--- src/core/qt_pkg.sv ---
// Purpose: shared constants and types for the quick test sequencer
// Assumes: 100 MHz controller clock
// Notes:   times are kept in their own unit, cycle counts derived here
package qt_pkg;

	// ==========================================================
	// clock and times
	localparam logic [39:0] CLK_HZ           = 40'h00_05F5_E100;
	localparam logic [39:0] SEC_PER_MIN      = 40'h00_0000_003C;
	localparam logic [39:0] MS_PER_SEC       = 40'h00_0000_03E8;
	localparam logic [39:0] INIT_TIME_MIN    = 40'h00_0000_0002;
	localparam logic [39:0] IDLE_TIME_MIN    = 40'h00_0000_000A;
	localparam logic [39:0] COMP_RUN_SEC     = 40'h00_0000_000A;
	localparam logic [39:0] DEBOUNCE_MS      = 40'h00_0000_000A;
	localparam logic [39:0] INIT_CYCLES_DEF  = INIT_TIME_MIN * SEC_PER_MIN * CLK_HZ;
	localparam logic [39:0] IDLE_CYCLES_DEF  = IDLE_TIME_MIN * SEC_PER_MIN * CLK_HZ;
	localparam logic [39:0] COMP_CYCLES_DEF  = COMP_RUN_SEC * CLK_HZ;
	localparam logic [39:0] DEB_CYCLES_DEF   = DEBOUNCE_MS * CLK_HZ / MS_PER_SEC;

	// ==========================================================
	// steps and codes (codes are two bcd digits)
	localparam logic [5:0]  STEP_FIRST       = 6'h01;
	localparam logic [5:0]  STEP_LAST        = 6'h21;
	localparam logic [5:0]  STEP_SENSOR_0    = 6'h0E;
	localparam logic [5:0]  STEP_RELAY_0     = 6'h18;
	localparam logic [5:0]  STEP_FAN         = 6'h1A;
	localparam logic [5:0]  STEP_COMP1       = 6'h1D;
	localparam logic [5:0]  STEP_COMP2       = 6'h20;
	localparam logic [7:0]  CODE_INIT        = 8'h20;
	localparam logic [7:0]  CODE_READY       = 8'h88;
	localparam logic [7:0]  CODE_UNIT_TYPE   = 8'h01;
	localparam logic [7:0]  CODE_COMPRESSORS = 8'h02;
	localparam logic [7:0]  CODE_LINE_HZ     = 8'h60;
	localparam logic [7:0]  CODE_UNLOAD_TWO  = 8'h02;
	localparam logic [7:0]  CODE_UNLOAD_ONE  = 8'h01;
	localparam logic [1:0]  UNLOAD_ONE_SW    = 2'h3;
	localparam logic [18:0] OHM_MAX          = 19'h5_89F8;
	localparam logic [18:0] OHM_MIN          = 19'h0_00DB;
	localparam int          SENSOR_COUNT     = 10;
	localparam int          RELAY_COUNT      = 10;
	localparam int          RLY_FAN          = 2;
	localparam int          RLY_COMP1        = 5;
	localparam int          RLY_COMP2        = 8;

	// ==========================================================
	// types
	typedef enum logic [2:0] {
		S_IDLE   = 3'b000,
		S_INIT   = 3'b001,
		S_READY  = 3'b010,
		S_NUMBER = 3'b011,
		S_RESULT = 3'b100,
		S_RUN    = 3'b101
	} qt_state_e;

	typedef struct packed {
		logic       hi_on;
		logic [3:0] hi_digit;
		logic       hi_dp;
		logic       lo_on;
		logic [3:0] lo_digit;
		logic       lo_dp;
	} display_s;

	typedef struct packed {
		logic [7:0] option_sw;
		logic       enthalpy_contact;
		logic [1:0] low_pressure;
	} switch_s;

endpackage

--- src/core/quick_test_sequencer.sv ---
// Purpose: button driven quick test sequencer with two digit display
// Assumes: inputs synchronous to clk_in except display_button_in
// Notes:   sensor resistances arrive already measured, in ohms
`timescale 1ns/100ps

// Functional notes
// (RULE_01) no start without closed timeclock contact
// (RULE_02) occupied entry: initialization, display 20
// (RULE_03) press in init: self-test, 88, lamp
// (RULE_04) no press in 2 min: start unit
// (RULE_05) 33 steps, two presses each
// (RULE_06) step number dotted, result undotted
// (RULE_07) 10 min without press: start unit
// (RULE_08) no stepping back; power cycle to repeat
// (RULE_09) config, sensor, then relay sections
// (RULE_10) steps 1,2,4 show 01, 2, 60
// (RULE_11) step 3 unloaders from switches 6,7
// (RULE_12) steps 5-8 show switches 2-5
// (RULE_13) step 9 shows enthalpy contact state
// (RULE_14) steps 10,11 show low-pressure switches
// (RULE_15) steps 12,13 always show 1
// (RULE_16) sensor steps: 1 valid, 0 fault
// (RULE_17) steps 14-17 supply, return, condenser sensors
// (RULE_18) steps 18-23 space sensor and pots
// (RULE_19) valid resistance 219 to 363000 ohms
// (RULE_20) config from fixed header plus switches
// (RULE_21) after init timeout display blank until press
// (RULE_22) compressor on 10 s, shows 0,1,0
// (RULE_23) button synchronised, debounced, counted per press
module quick_test_sequencer
	import qt_pkg::*;
#(
	parameter logic [39:0] INIT_CYCLES = INIT_CYCLES_DEF,
	parameter logic [39:0] IDLE_CYCLES = IDLE_CYCLES_DEF,
	parameter logic [39:0] COMP_CYCLES = COMP_CYCLES_DEF,
	parameter logic [39:0] DEB_CYCLES  = DEB_CYCLES_DEF
) (
	input  wire logic                               clk_in,
	input  wire logic                               rst_in,
	input  wire logic                               timeclock_in,
	input  wire logic                               display_button_in,
	input  wire switch_s                            switches_in,
	input  wire logic [SENSOR_COUNT-1:0][18:0]      sensor_ohms_in,
	output display_s                                display_out,
	output logic                                    alarm_lamp_out,
	output logic                                    self_test_out,
	output logic                                    unit_start_out,
	output logic [RELAY_COUNT-1:0]                  relay_out
);

	// ==========================================================
	// state
	typedef struct packed {
		logic                   sync1;
		logic                   sync2;
		logic                   btn_db;
		logic [39:0]            deb_cnt;
		qt_state_e              state;
		logic [5:0]             step;
		logic [39:0]            timer;
		logic                   comp_on;
		logic [39:0]            comp_cnt;
		display_s               disp;
		logic                   alarm;
		logic                   start;
		logic [RELAY_COUNT-1:0] relay;
	} qt_s;

	qt_s st_reg;
	qt_s st_next;
	logic press_w;
	logic in_test_w;
	logic [SENSOR_COUNT-1:0] valid_w;

	localparam display_s BLANK = '0;

	// ==========================================================
	// display helpers
	function automatic display_s show_code(input logic two, input logic [7:0] bcd);
		display_s d;
		d = '0;
		d.hi_on = two;
		d.hi_digit = two ? bcd[7:4] : 4'h0;
		d.lo_on = 1'b1;
		d.lo_digit = bcd[3:0];
		return d;
	endfunction

	function automatic display_s show_step(input logic [5:0] s);
		display_s d;
		logic [3:0] tens;
		tens = 4'(s / 6'd10);
		d = '0;
		d.hi_on = (tens != 4'h0);
		d.hi_digit = tens;
		d.hi_dp = (tens != 4'h0); // RULE_06
		d.lo_on = 1'b1;
		d.lo_digit = 4'(s % 6'd10);
		d.lo_dp = 1'b1; // RULE_06
		return d;
	endfunction

	// sensor order: supply, return, cond1, cond2, space/reset, then pots
	for (genvar i = 0; i < SENSOR_COUNT; i++) begin : g_valid
		assign valid_w[i] = (sensor_ohms_in[i] >= OHM_MIN) && (sensor_ohms_in[i] <= OHM_MAX); // RULE_19
	end

	assign in_test_w = (st_reg.state == S_READY) || (st_reg.state == S_NUMBER) ||
		(st_reg.state == S_RESULT);

	// ==========================================================
	// next state
	always_comb begin
		logic       two;
		logic [7:0] code;
		logic [3:0] ridx;
		logic [3:0] sidx;
		st_next = st_reg;
		press_w = 1'b0;
		two = 1'b0;
		code = 8'h00;
		ridx = 4'(st_reg.step - STEP_RELAY_0);
		sidx = 4'(st_reg.step - STEP_SENSOR_0);

		// button: two flops, then stable-count filter
		st_next.sync1 = display_button_in; // RULE_23
		st_next.sync2 = st_reg.sync1; // RULE_23
		if (st_reg.sync2 != st_reg.btn_db) begin
			if (st_reg.deb_cnt == DEB_CYCLES - 40'h00_0000_0001) begin
				st_next.btn_db = st_reg.sync2;
				st_next.deb_cnt = '0;
				press_w = st_reg.sync2; // RULE_23
			end else begin
				st_next.deb_cnt = st_reg.deb_cnt + 40'h00_0000_0001;
			end
		end else begin
			st_next.deb_cnt = '0;
		end

		// compressor run, display 0 then 1 then 0
		if (st_reg.comp_on) begin
			if (st_reg.comp_cnt == COMP_CYCLES - 40'h00_0000_0001) begin
				st_next.comp_on = 1'b0; // RULE_22
				st_next.relay[RLY_COMP1] = 1'b0;
				st_next.relay[RLY_COMP2] = 1'b0;
				st_next.disp = show_code(1'b0, 8'h00);
			end else begin
				st_next.comp_cnt = st_reg.comp_cnt + 40'h00_0000_0001;
				st_next.disp = show_code(1'b0, 8'h01); // RULE_22
			end
		end

		// result code of the current step
		case (st_reg.step)
			6'h01: begin
				two = 1'b1;
				code = CODE_UNIT_TYPE; // RULE_10 RULE_20
			end
			6'h02: code = CODE_COMPRESSORS; // RULE_10
			6'h03: code = (switches_in.option_sw[6:5] == UNLOAD_ONE_SW) ?
				CODE_UNLOAD_ONE : CODE_UNLOAD_TWO; // RULE_11
			6'h04: begin
				two = 1'b1;
				code = CODE_LINE_HZ; // RULE_10
			end
			6'h05, 6'h06, 6'h07, 6'h08: code = {7'h00,
				switches_in.option_sw[3'(st_reg.step - 6'h04)]}; // RULE_12
			6'h09: code = {7'h00, switches_in.enthalpy_contact}; // RULE_13
			6'h0A: code = {7'h00, switches_in.low_pressure[0]}; // RULE_14
			6'h0B: code = {7'h00, switches_in.low_pressure[1]}; // RULE_14
			6'h0C, 6'h0D: code = 8'h01; // RULE_15
			6'h0E, 6'h0F, 6'h10, 6'h11, 6'h12, 6'h13, 6'h14, 6'h15, 6'h16, 6'h17:
				code = {7'h00, valid_w[sidx]}; // RULE_16 RULE_17 RULE_18
			6'h18, 6'h19, 6'h1A, 6'h1B, 6'h1C: code = 8'h01; // RULE_09
			default: code = 8'h00;
		endcase

		// ==========================================================
		// sequencer
		if (!timeclock_in) begin
			st_next.state = S_IDLE; // RULE_01
			st_next.disp = BLANK;
			st_next.alarm = 1'b0;
			st_next.start = 1'b0;
			st_next.relay = '0;
			st_next.comp_on = 1'b0;
			st_next.timer = '0;
			// a new self-test always starts from step 1
			st_next.step = '0;
		end else begin
			case (st_reg.state)
				S_IDLE: begin
					st_next.state = S_INIT; // RULE_02
					st_next.disp = show_code(1'b1, CODE_INIT); // RULE_02
					st_next.timer = '0;
				end
				S_INIT: begin
					if (press_w) begin
						st_next.state = S_READY; // RULE_03
						st_next.disp = show_code(1'b1, CODE_READY);
						st_next.alarm = 1'b1;
						st_next.timer = '0;
					end else if (st_reg.timer == INIT_CYCLES - 40'h00_0000_0001) begin
						st_next.state = S_RUN; // RULE_04
						st_next.start = 1'b1;
						st_next.disp = BLANK; // RULE_21
					end else begin
						st_next.timer = st_reg.timer + 40'h00_0000_0001;
					end
				end
				S_READY, S_NUMBER, S_RESULT: begin
					if (press_w && !st_reg.comp_on) begin
						st_next.timer = '0;
						case (st_reg.state)
							S_READY: begin
								st_next.state = S_NUMBER; // RULE_05
								st_next.step = STEP_FIRST;
								st_next.disp = show_step(STEP_FIRST);
							end
							S_NUMBER: begin
								st_next.state = S_RESULT; // RULE_05
								st_next.disp = show_code(two, code); // RULE_06
								if (st_reg.step >= STEP_RELAY_0) begin
									st_next.relay[ridx] = 1'b1; // RULE_09
								end
								if (st_reg.step == STEP_COMP1 || st_reg.step == STEP_COMP2) begin
									st_next.comp_on = 1'b1; // RULE_22
									st_next.comp_cnt = '0;
								end
							end
							default: begin
								st_next.relay = '0;
								// fan relay stays on for the rest of the test
								st_next.relay[RLY_FAN] = st_reg.relay[RLY_FAN];
								if (st_reg.step == STEP_LAST) begin
									st_next.state = S_RUN;
									st_next.start = 1'b1;
									st_next.alarm = 1'b0;
									st_next.relay = '0;
									st_next.disp = BLANK;
								end else begin
									st_next.state = S_NUMBER; // RULE_08
									st_next.step = st_reg.step + 6'h01;
									st_next.disp = show_step(st_reg.step + 6'h01);
								end
							end
						endcase
					end else if (st_reg.timer == IDLE_CYCLES - 40'h00_0000_0001) begin
						st_next.state = S_RUN; // RULE_07
						st_next.start = 1'b1;
						st_next.alarm = 1'b0;
						st_next.relay = '0;
						st_next.comp_on = 1'b0;
						st_next.disp = BLANK;
					end else begin
						st_next.timer = st_reg.timer + 40'h00_0000_0001;
					end
				end
				S_RUN: begin
					st_next.start = 1'b1; // RULE_01
					if (press_w) begin
						st_next.disp = show_code(1'b0, 8'h00); // RULE_21
					end
				end
				default: st_next.state = S_IDLE;
			endcase
		end
	end

	always_ff @(posedge clk_in) begin
		if (rst_in) begin
			st_reg <= '0;
		end else begin
			st_reg <= st_next;
		end
	end

	assign display_out = st_reg.disp;
	assign alarm_lamp_out = st_reg.alarm;
	assign self_test_out = (st_reg.state == S_READY) || (st_reg.state == S_NUMBER) ||
		(st_reg.state == S_RESULT);
	assign unit_start_out = st_reg.start;
	assign relay_out = st_reg.relay;
endmodule

--- config.mk ---
export PLATFORM = sky130hd
export DESIGN_NAME = quick_test_sequencer
export DESIGN_NICKNAME = d
export VERILOG_FILES = /design/src/core/qt_pkg.sv /design/src/core/quick_test_sequencer.sv
export SDC_FILE = /design/constraint.sdc
export NUM_CORES = 1
export LEC_CHECK = 0
export BUFFER_PORTS_ARGS = -buffer_cell sky130_fd_sc_hd__clkbuf_2
export CAP_MARGIN = 0
export CELL_PAD_IN_SITES_DETAIL_PLACEMENT = 1
export CELL_PAD_IN_SITES_GLOBAL_PLACEMENT = 2
export CORE_UTILIZATION = 25
export CTS_CLUSTER_SIZE = 20
export DETAILED_ROUTE_END_ITERATION = 10
export PLACE_DENSITY = 0.74
export SLEW_MARGIN = 20
export SYNTH_ARGS = -nofsm -noshare
export SYNTH_HDL_FRONTEND = slang
export SYNTH_SLANG_ARGS = --single-unit
--- constraint.sdc ---
create_clock -name clk_in -period 4.66 [get_ports clk_in]
set_clock_uncertainty 0.2 [all_clocks]
set_input_delay 0.233 -clock clk_in [delete_from_list [all_inputs] [get_ports clk_in]]
set_output_delay 0.233 -clock clk_in [all_outputs]
set_load 0.02 [all_outputs]
==> results by stage, run 1 <==
Synth:
- The dominant register cell in the synthesized netlist is sky130_fd_sc_hd__dfxtp_1.
- By area the synthesized netlist is led by sky130_fd_sc_hd__dfxtp_1, sky130_fd_sc_hd__nor2_1, sky130_fd_sc_hd__xor2_1.
- The cell count after synthesis is 1266.
- In this run, synthesis inferred 0 flip-flops with an integrated enable.
- The most common cell in the synthesized netlist is sky130_fd_sc_hd__nor2_1.
- The commonest cells after synthesis are sky130_fd_sc_hd__nor2_1, sky130_fd_sc_hd__dfxtp_1, sky130_fd_sc_hd__nand2_1.
- For this run, the register share of the synthesized area comes to 0.322.
- The synthesized netlist contains 80 unique library cells.
- The share of async-settable or async-resettable flops after synthesis is 0.
- Each instance of the synthesized netlist takes up on average 7.72 um^2.
- The yosys synthesis warning count is 0.
- The net count of the mapped netlist is 1481.
- After synthesis the cells add up to 9770 um^2.
- The largest area contributor in the synthesized netlist is sky130_fd_sc_hd__dfxtp_1.
- The flop and latch count out of synthesis is 157.
- The area share of the largest cell type after synthesis is 0.322.

Global routing:
- The first-pass GRT wire length is 56000 um.
- The overall track demand over capacity in global routing is 0.180.
- The remaining global-route overflow is 0.
- The initial antenna violation count is 0.
- The maximum number of pins on one net before global-route repair is 41.
- The via count of the first global-routing pass was 10300.

CTS:
- Clock-pin slew was measured on the worst setup and hold paths at 70 ps.
- For the worst-skew pair, the clock arrives at the later sink with an insertion delay of 440 ps.
- The TritonCTS clock tree is done.
- In this run the number of H-tree levels came out at 4.
- The buffer depth of the longest clock path is 2.
- The buffer cell driving the clock tree root is sky130_fd_sc_hd__clkbuf_16.
- Clock tree synthesis inserted a total of 17 buffers.
- In this run, post-CTS repair resized a total of 0 instances.
- CTS saw 157 sinks.

Timing:
- The post-route worst setup slack is 733 ps.
- The final critical path time including I/O delays and setup is 3930 ps.
- Headroom to the max-slew limit came out at 0.398.
- For the pin with the worst max-slew slack, the measured transition is 897 ps.
- Based on the critical path, the design can be clocked at up to 0.255 GHz.
- The final-report setup violation count is 0.
- The number of max-slew violations in the final report was 0.
- The count of endpoints failing hold in the final timing report was 0.
- Setup repair after global routing left no endpoint under its margin.
- The accumulated negative setup slack is 0 ps.
- The final period utilization is 0.843.

Finish:
- In the final layout, flip-flops and latches occupy 3140 um^2.
- The non-filler instance count after layout is 1992.
- The share of post-route cells with drive strength above 1 is 0.210.
- The diode insertion count for antenna repair is 0.
- The area growth from synthesis to layout is 21.8%.
- The area used by multi-input combinational logic is 6120 um^2.
- After routing the design area is 11900 um^2.
- The layout net count is 1676.
- The register with the most flip-flops in the layout has 132 of them.
- The fill cell instance count of the final layout is 4789.

Floorplan:
- The x dimension of the die is 200 um.
- The floorplan step defined a die boundary enclosing 39900 um^2.
- For this configuration, the core starts out at a cell density of 0.253.
- The number of standard-cell rows in the floorplan is 72.
- The region available for standard cell placement spans 38600 um^2.
- The top-level I/O count is 230.
- From bottom edge to top edge, the die measures 200 um.

Setup path:
- STA puts the critical path data required time at 4820 ps.
- The depth of the worst register-to-register path is 13.
- The path type of the worst setup path is flop to flop.
- The register-to-register setup slack is 730 ps.
- The nature of the critical path startpoint is a flop.
- The worst setup path is captured at a flop.
- In this run the worst path has a maximum fanout of 10.
- The most critical setup path has its startpoint at st_reg[106]$_SDFFE_PP0P_.
- The data arrival time at the worst-slack endpoint is 4090 ps.
- The start of the worst register-to-register path is st_reg[106]$_SDFFE_PP0P_.

Placed design:
- The cell count after placement is 1957.
- During placement, the flow inserted port buffers numbering 229.
- Summing all placed instances gives a cell area of 11300 um^2.
- The placer congestion estimate is 0.938.
- The HPWL after detailed placement is 27400 um.
- OpenSTA, run right after detailed placement, puts the worst setup slack at 788 ps.

Detailed routing:
- The iteration count of the initial detailed-routing pass is 5.
- The routed via count is 10100.
- The residual DRC count is 0.
- The first routing iteration left 487 violations.
- The detail-routed via count per cell is 5.09.
- The total detailed-routing wirelength is 35000 um.
- The post-route antenna net violation count is 0.
- The wire length per cell is 17.6 um.

Min path:
- The source of the worst hold timing path is timeclock_in.
- The worst hold path passes through 4 cells.
- The worst hold path belongs to the class primary input to flop.

Job:
- The count of maximum capacitance violations is 0.

Run status:
- The flow ran to the end, and the final reports show no timing, DRC or antenna violations.

Pwr:
- The total leakage power is 0.00432 uW.
- The worst-case IR drop observed on VDD is 0.155 mV.
- Power spread over the standard cell area amounts to 246 nW/um^2.
- The overall power is 2930 uW.
## metal layers
| layer | up-vias | share of wire | wire length, um | GRT usage |
|---|---|---|---|---|
| li1 | 4999 | - | - | - |
| met1 | 4937 | 0.48 | 16800 | 0.241 |
| met2 | 159 | 0.46 | 16100 | 0.290 |
| met3 | 44 | 0.040 | 1400 | 0.0366 |
| met4 | 0 | 0.020 | 690 | 0.0509 |
| met5 | - | 0 | 0 | 0 |
## cell type report
cell class	count	share of cell area
clock buffers	22	0.0398
flip-flops and latches	157	0.264
repair buffers	253	0.112
clock inverters	10	0.00757
inverters	25	0.00788
well taps	518	0.0544
multi-input cells	1007	0.514
## repair_timing
item                                    CTS  global route
hold buffers                              3             0
endpoints found under the setup margin    0             0
hold endpoints to repair                  3             0
setup buffers                             0             0
## metrics by stage
| step | util | hold slack, ps |
|---|---|---|
| after floorplan | - | 105 |
| after global placement | 0.293 | 231 |
| after detailed placement | 0.293 | 253 |
| after CTS | 0.309 | 119 |
| after global routing | 0.309 | 121 |
| final | 0.309 | 123 |
## report_power, final
group | total, uW | switching, uW | internal, uW | leakage, uW
combinational | 224 | 119 | 104 | 0.00278
clock | 1360 | 581 | 775 | 0.000272
sequential | 1350 | 6.66 | 1350 | 0.00127
## worst paths after layout
kind / endpoint
hold reg to reg: st_reg[155]$_SDFF_PP0_
setup reg to reg: display_out[6]$_SDFF_PP0_
hold / removal: st_reg[106]$_SDFFE_PP0P_
setup / recovery: display_out[6]$_SDFF_PP0_
## cell families after synthesis
family          share of synthesized area
flops                               0.322
compound gates                      0.148
buf+inv                            0.0524
simple gates                        0.354
fa+ha+maj                          0.0128
xor+xnor                            0.100
mux                                0.0111
## cells in the final DEF (no fill, tap or decap), drive strengths merged, types with 17 or more instances in the layout
cell and count:
clkbuf 251, and2 17, nand2 84, nor3 54, and3 32, a21oi 69
xnor2 45, nor2 190, xor2 67, nand3 79, buf 21, nor4 33
o21ai 51, nand4 63, dfxtp 157, inv 24, or3 27
## critical path, stage by stage (launching register included)
cell and delay [ps]:
sky130_fd_sc_hd__dfxtp_1 520, sky130_fd_sc_hd__ha_1 430, sky130_fd_sc_hd__nand2_1 190, sky130_fd_sc_hd__xnor2_1 300, sky130_fd_sc_hd__inv_1 130, sky130_fd_sc_hd__ha_1 350
sky130_fd_sc_hd__nand2b_1 170, sky130_fd_sc_hd__a21oi_1 190, sky130_fd_sc_hd__nor3_1 70, sky130_fd_sc_hd__a22o_1 270, sky130_fd_sc_hd__o21bai_1 410, sky130_fd_sc_hd__o41a_1 260
sky130_fd_sc_hd__o21ai_0 120, sky130_fd_sc_hd__a211oi_1 230
Note: power is estimated with default switching activity, not from simulation.
==> run 2: changes to the inputs <==
--- a/config.mk
+++ b/config.mk
@@ -5,6 +5,7 @@
 export SDC_FILE = /design/constraint.sdc
 export NUM_CORES = 1
 export LEC_CHECK = 0
+export ABC_AREA = 1
 export BUFFER_PORTS_ARGS = -buffer_cell sky130_fd_sc_hd__clkbuf_2
 export CAP_MARGIN = 0
 export CELL_PAD_IN_SITES_DETAIL_PLACEMENT = 1
@@ -12,7 +13,7 @@
 export CORE_UTILIZATION = 25
 export CTS_CLUSTER_SIZE = 20
 export DETAILED_ROUTE_END_ITERATION = 10
-export PLACE_DENSITY = 0.74
+export PLACE_DENSITY = 0.77
 export SLEW_MARGIN = 20
 export SYNTH_ARGS = -nofsm -noshare
 export SYNTH_HDL_FRONTEND = slang
==> constraint.sdc (replaced) <==
create_clock -name clk_in -period 4.05 [get_ports clk_in]
set_clock_uncertainty 0.2 [all_clocks]
set_input_delay 0.2025 -clock clk_in [delete_from_list [all_inputs] [get_ports clk_in]]
set_output_delay 0.2025 -clock clk_in [all_outputs]
set_load 0.02 [all_outputs]
==> results by stage, run 2 <==
Finish:
- The library cell used most frequently in the layout, excluding fill and tap cells, is sky130_fd_sc_hd__nand2_1.
- The post-route cell area is 14000 um^2 (+18%).
- In the layout the commonest cells are sky130_fd_sc_hd__nand2_1, sky130_fd_sc_hd__nor2_1, sky130_fd_sc_hd__inv_1.
- The fill cell instance count of the final layout was 6025 (+26%).
- The layout net count came to 2346 (+40%).
- The flip-flop count of the largest register after layout is 132 (unchanged).
- Compared with the post-synthesis result, the final layout area differs by 20.0%.
- The share of post-route cells with drive strength above 1 is 0.160 (-0.0508).
- The final core area utilization is 0.307 (-0.00222).
- The diode insertion count for antenna repair was 0 (unchanged).

Synth:
- The share of async-settable or async-resettable flops after synthesis is 0 (unchanged).
- The cell count after synthesis came to 1924 (+52%).
- Ranked by total cell area, the synthesized netlist is headed by sky130_fd_sc_hd__dfxtp_1, sky130_fd_sc_hd__nand2_1, sky130_fd_sc_hd__nor2_1.
- The most common cell in the synthesized netlist is sky130_fd_sc_hd__nand2_1.
- The net count of the mapped netlist is 2139 (+44%).
- The post-synthesis area per instance is 6.06 um^2 (-21%).
- The most used flip-flop cell after synthesis is sky130_fd_sc_hd__dfxtp_1.
- The yosys synthesis warning count was 0 (unchanged).
- The area share of the largest cell type after synthesis came to 0.269 (-0.0522).
- The flop and latch count out of synthesis is 157 (unchanged).
- The synthesized cell area is 11700 um^2 (+19%).
- The distinct cell type count after synthesis came to 66 (-18%).
- The commonest cells after synthesis are sky130_fd_sc_hd__nand2_1, sky130_fd_sc_hd__nor2_1, sky130_fd_sc_hd__inv_1.
- The fraction of the yosys area taken by sequential cells is 0.269 (-0.0522).
- The largest area contributor in the synthesized netlist is sky130_fd_sc_hd__dfxtp_1.
- The count of flip-flops with a built-in enable after synthesis is 0 (unchanged).

Pwr:
- The net switching component of the power came to 970 uW (+37%).
- The areal power density over the cells is 274 nW/um^2 (+11%).
- The internal power consumption was 2870 uW (+29%).
- The net switching fraction of the power is 0.253 (+0.0119).
- The power share of the clock group is 0.503 (+0.041).
- The share of power burned in registers came to 0.405 (-0.056).
- The total leakage power is 0.00579 uW (+34%).
- The largest vdd supply drop is 0.300 mV (+93%).
- The combinational share of power is 0.092 (+0.016).

Placed design:
- The placer congestion estimate came to 0.896 (-4.5%).
- The post-detailed-placement cell area is 13300 um^2 (+17%).
- The count of input and output buffers is 229 (unchanged).
- The detailed placement HPWL is 34700 um (+27%).

Global routing:
- The first-pass GRT wire length was 69000 um (+23%).
- The via count of the first global-routing pass was 13600 (+32%).
- The remaining global-route overflow is 0 (unchanged).
- The overall track demand over capacity in global routing is 0.180 (about the same).
- The maximum number of pins on one net before global-route repair came to 43 (+4.9%).
- The initial antenna violation count was 0 (unchanged).

Run status:
- The run finished with clean final reports.

Detailed routing:
- The wire length per cell is 15.4 um (-12%).
- The iteration count of the initial detailed-routing pass was 5 (unchanged).
- The detail-routed via count per cell is 4.81 (-5.5%).
- The count of routing violations after the opening detailed-route iteration is 626 (+29%).
- The routed via count is 13200 (+30%).
- The post-route antenna net violation count is 0 (unchanged).
- The total detailed-routing wirelength is 42300 um (+21%).
- The residual DRC count is 0 (unchanged).

Floorplan:
- The top-level I/O count is 230 (unchanged).
- The die height is 218 um (+9.2%).
- The die area is 47500 um^2 (+19%).
- The placeable core region is 45700 um^2 (+18%).
- The x dimension of the die is 218 um (+9.2%).
- The starting utilization of the core area came to 0.255 (+0.00193).
- The number of standard-cell rows in the floorplan came to 78 (+8.3%).

Setup path:
- In this run the critical register-to-register path is launched from st_reg[106]$_SDFFE_PP0P_.
- The register-to-register setup slack came to 800 ps (+70 ps).
- The critical path ends at display_out[3]$_SDFF_PP0_.
- The nature of the critical path startpoint is a flop.
- The data arrival time at the worst-slack endpoint is 3400 ps (-690 ps).
- The endpoint identified for the worst register-to-register timing path is display_out[3]$_SDFF_PP0_.
- The path type of the worst setup path is flop to flop.
- STA classifies the critical path endpoint as a flop.
- The depth of the worst register-to-register path came to 16 (+3).
- The launching element of the worst setup path is st_reg[106]$_SDFFE_PP0P_.
- The critical path required time is 4200 ps (-620 ps).
- The maximum fanout along the worst path is 8 (-2).

Timing:
- The slew at the pin closest to its max-slew limit is 819 ps (-77.6 ps).
- The final-report setup violation count is 0 (unchanged).
- The relative slew slack is 0.452 (+0.0542).
- The number of max-slew violations in the final report is 0 (unchanged).
- The final critical path time including I/O delays and setup was 3250 ps (-677 ps).
- Setup repair after global routing left no endpoint under its margin.
- The count of endpoints failing hold in the final timing report was 0 (unchanged).
- The final period utilization is 0.802 (-0.0403).
- The fmax is 0.308 GHz (+21%).
- The worst hold margin is 218 ps (+94.9 ps).
- The accumulated negative setup slack is 0 ps (unchanged).

CTS:
- The clock input transition at the sequential cells of the worst setup and hold paths is 70 ps (about the same).
- The insertion delay of the later-clocked pin in the worst-skew pair is 450 ps (about the same).
- The CTS H-tree depth was 4 (unchanged).
- The number of CTS-inserted buffers is 17 (unchanged).
- The clock sink count is 157 (unchanged).
- TritonCTS built the clock tree.
- The buffer depth of the longest clock path is 2 (unchanged).
- Clock tree synthesis selected as its root buffer the cell sky130_fd_sc_hd__clkbuf_16.
- The count of buffers added by post-CTS timing repair for setup is 0 (unchanged).

Min path:
- The hold-critical path depth is 2 (-2).
- In this run the worst hold path is classified as flop to flop.

Job:
- The count of maximum capacitance violations is 0 (unchanged).
run 2: cell types whose count changed after synthesis, moves of 29 or more:
cell / change
sky130_fd_sc_hd__and3_1: -29
sky130_fd_sc_hd__nor2_1: +109
sky130_fd_sc_hd__inv_1: +262
sky130_fd_sc_hd__nand2_1: +341
sky130_fd_sc_hd__nand3_1: +48
sky130_fd_sc_hd__nor3_1: +42
sky130_fd_sc_hd__xnor2_1: -36
run 2: stage by stage:
step	cells	power, uW	setup slack [ps]
after detailed placement	2708	1940	753
after global routing	2744	3980	401
after floorplan	1924	1770	1280
after global placement	2708	1930	809
after CTS	2744	3890	747
final	2744	3840	800
run 2: power by group through the flow:
| stage | logic, uW | registers (uW) | clock network [uW] |
|---|---|---|---|
| 2_1_floorplan | 186 | 1590 | 0 |
| 3_3_place_gp | 345 | 1590 | 0 |
| 3_5_place_dp | 352 | 1590 | 0 |
| 4_1_cts | 357 | 1550 | 1980 |
| 5_1_grt | 396 | 1550 | 2030 |
| 6_report | 351 | 1550 | 1930 |
run 2: final cells by class:
class / count / area (um^2) / area share
clock buffer: 19 / 443 / 0.0316
clock inverter: 13 / 238 / 0.0170
inverter: 300 / 1140 / 0.0813
multi-input combinational: 1411 / 7020 / 0.501
sequential: 157 / 3140 / 0.225
tap: 600 / 751 / 0.0536
timing repair buffer: 244 / 1270 / 0.0906
run 2: how the worst min path moves through the flow:
stage,startpoint,slack [ps],end
global placement,st_next[155]$_SDFF_PP0_,210,st_reg[155]$_SDFF_PP0_
global route,st_next[155]$_SDFF_PP0_,250,st_reg[155]$_SDFF_PP0_
CTS,st_next[155]$_SDFF_PP0_,230,st_reg[155]$_SDFF_PP0_
detailed placement,st_next[155]$_SDFF_PP0_,210,st_reg[155]$_SDFF_PP0_
finish,st_next[155]$_SDFF_PP0_,220,st_reg[155]$_SDFF_PP0_
floorplan,display_button_in,110,st_next[155]$_SDFF_PP0_
run 2: what timing repair did:
item,in CTS,in global routing
hold buffers,4,0
hold endpoints to repair,9,0
gates resized for setup,0,0
run 2: cells by family after synthesis:
logic type                 share of synthesized area
and+or+nand+nor                                0.439
xor gates and xnor gates                      0.0368
AOI/OAI and AO/OA                              0.115
buffers and inverters                          0.129
adders and majority gates                     0.0107
DFF                                            0.269
run 2: metal layers:
metal  part of all wire  track usage
met1               0.46        0.221
met4              0.014       0.0441
met2               0.49        0.325
met5                  0            0
met3              0.039       0.0268
run 2: worst max-delay path, stage by stage (launching register included):
cell and delay [ps]:
sky130_fd_sc_hd__dfxtp_1 470, sky130_fd_sc_hd__ha_1 370, sky130_fd_sc_hd__nand3_1 200, sky130_fd_sc_hd__nand2_1 140
sky130_fd_sc_hd__nand2_1 90, sky130_fd_sc_hd__inv_1 100, sky130_fd_sc_hd__ha_1 230, sky130_fd_sc_hd__nand3_1 80
sky130_fd_sc_hd__nand2_1 80, sky130_fd_sc_hd__o21ai_0 470, sky130_fd_sc_hd__nand3_1 250, sky130_fd_sc_hd__nand2_1 140
sky130_fd_sc_hd__nor2_1 50, sky130_fd_sc_hd__o21ai_1 110, sky130_fd_sc_hd__nand3_1 80, sky130_fd_sc_hd__nand2_1 60
sky130_fd_sc_hd__inv_1 40
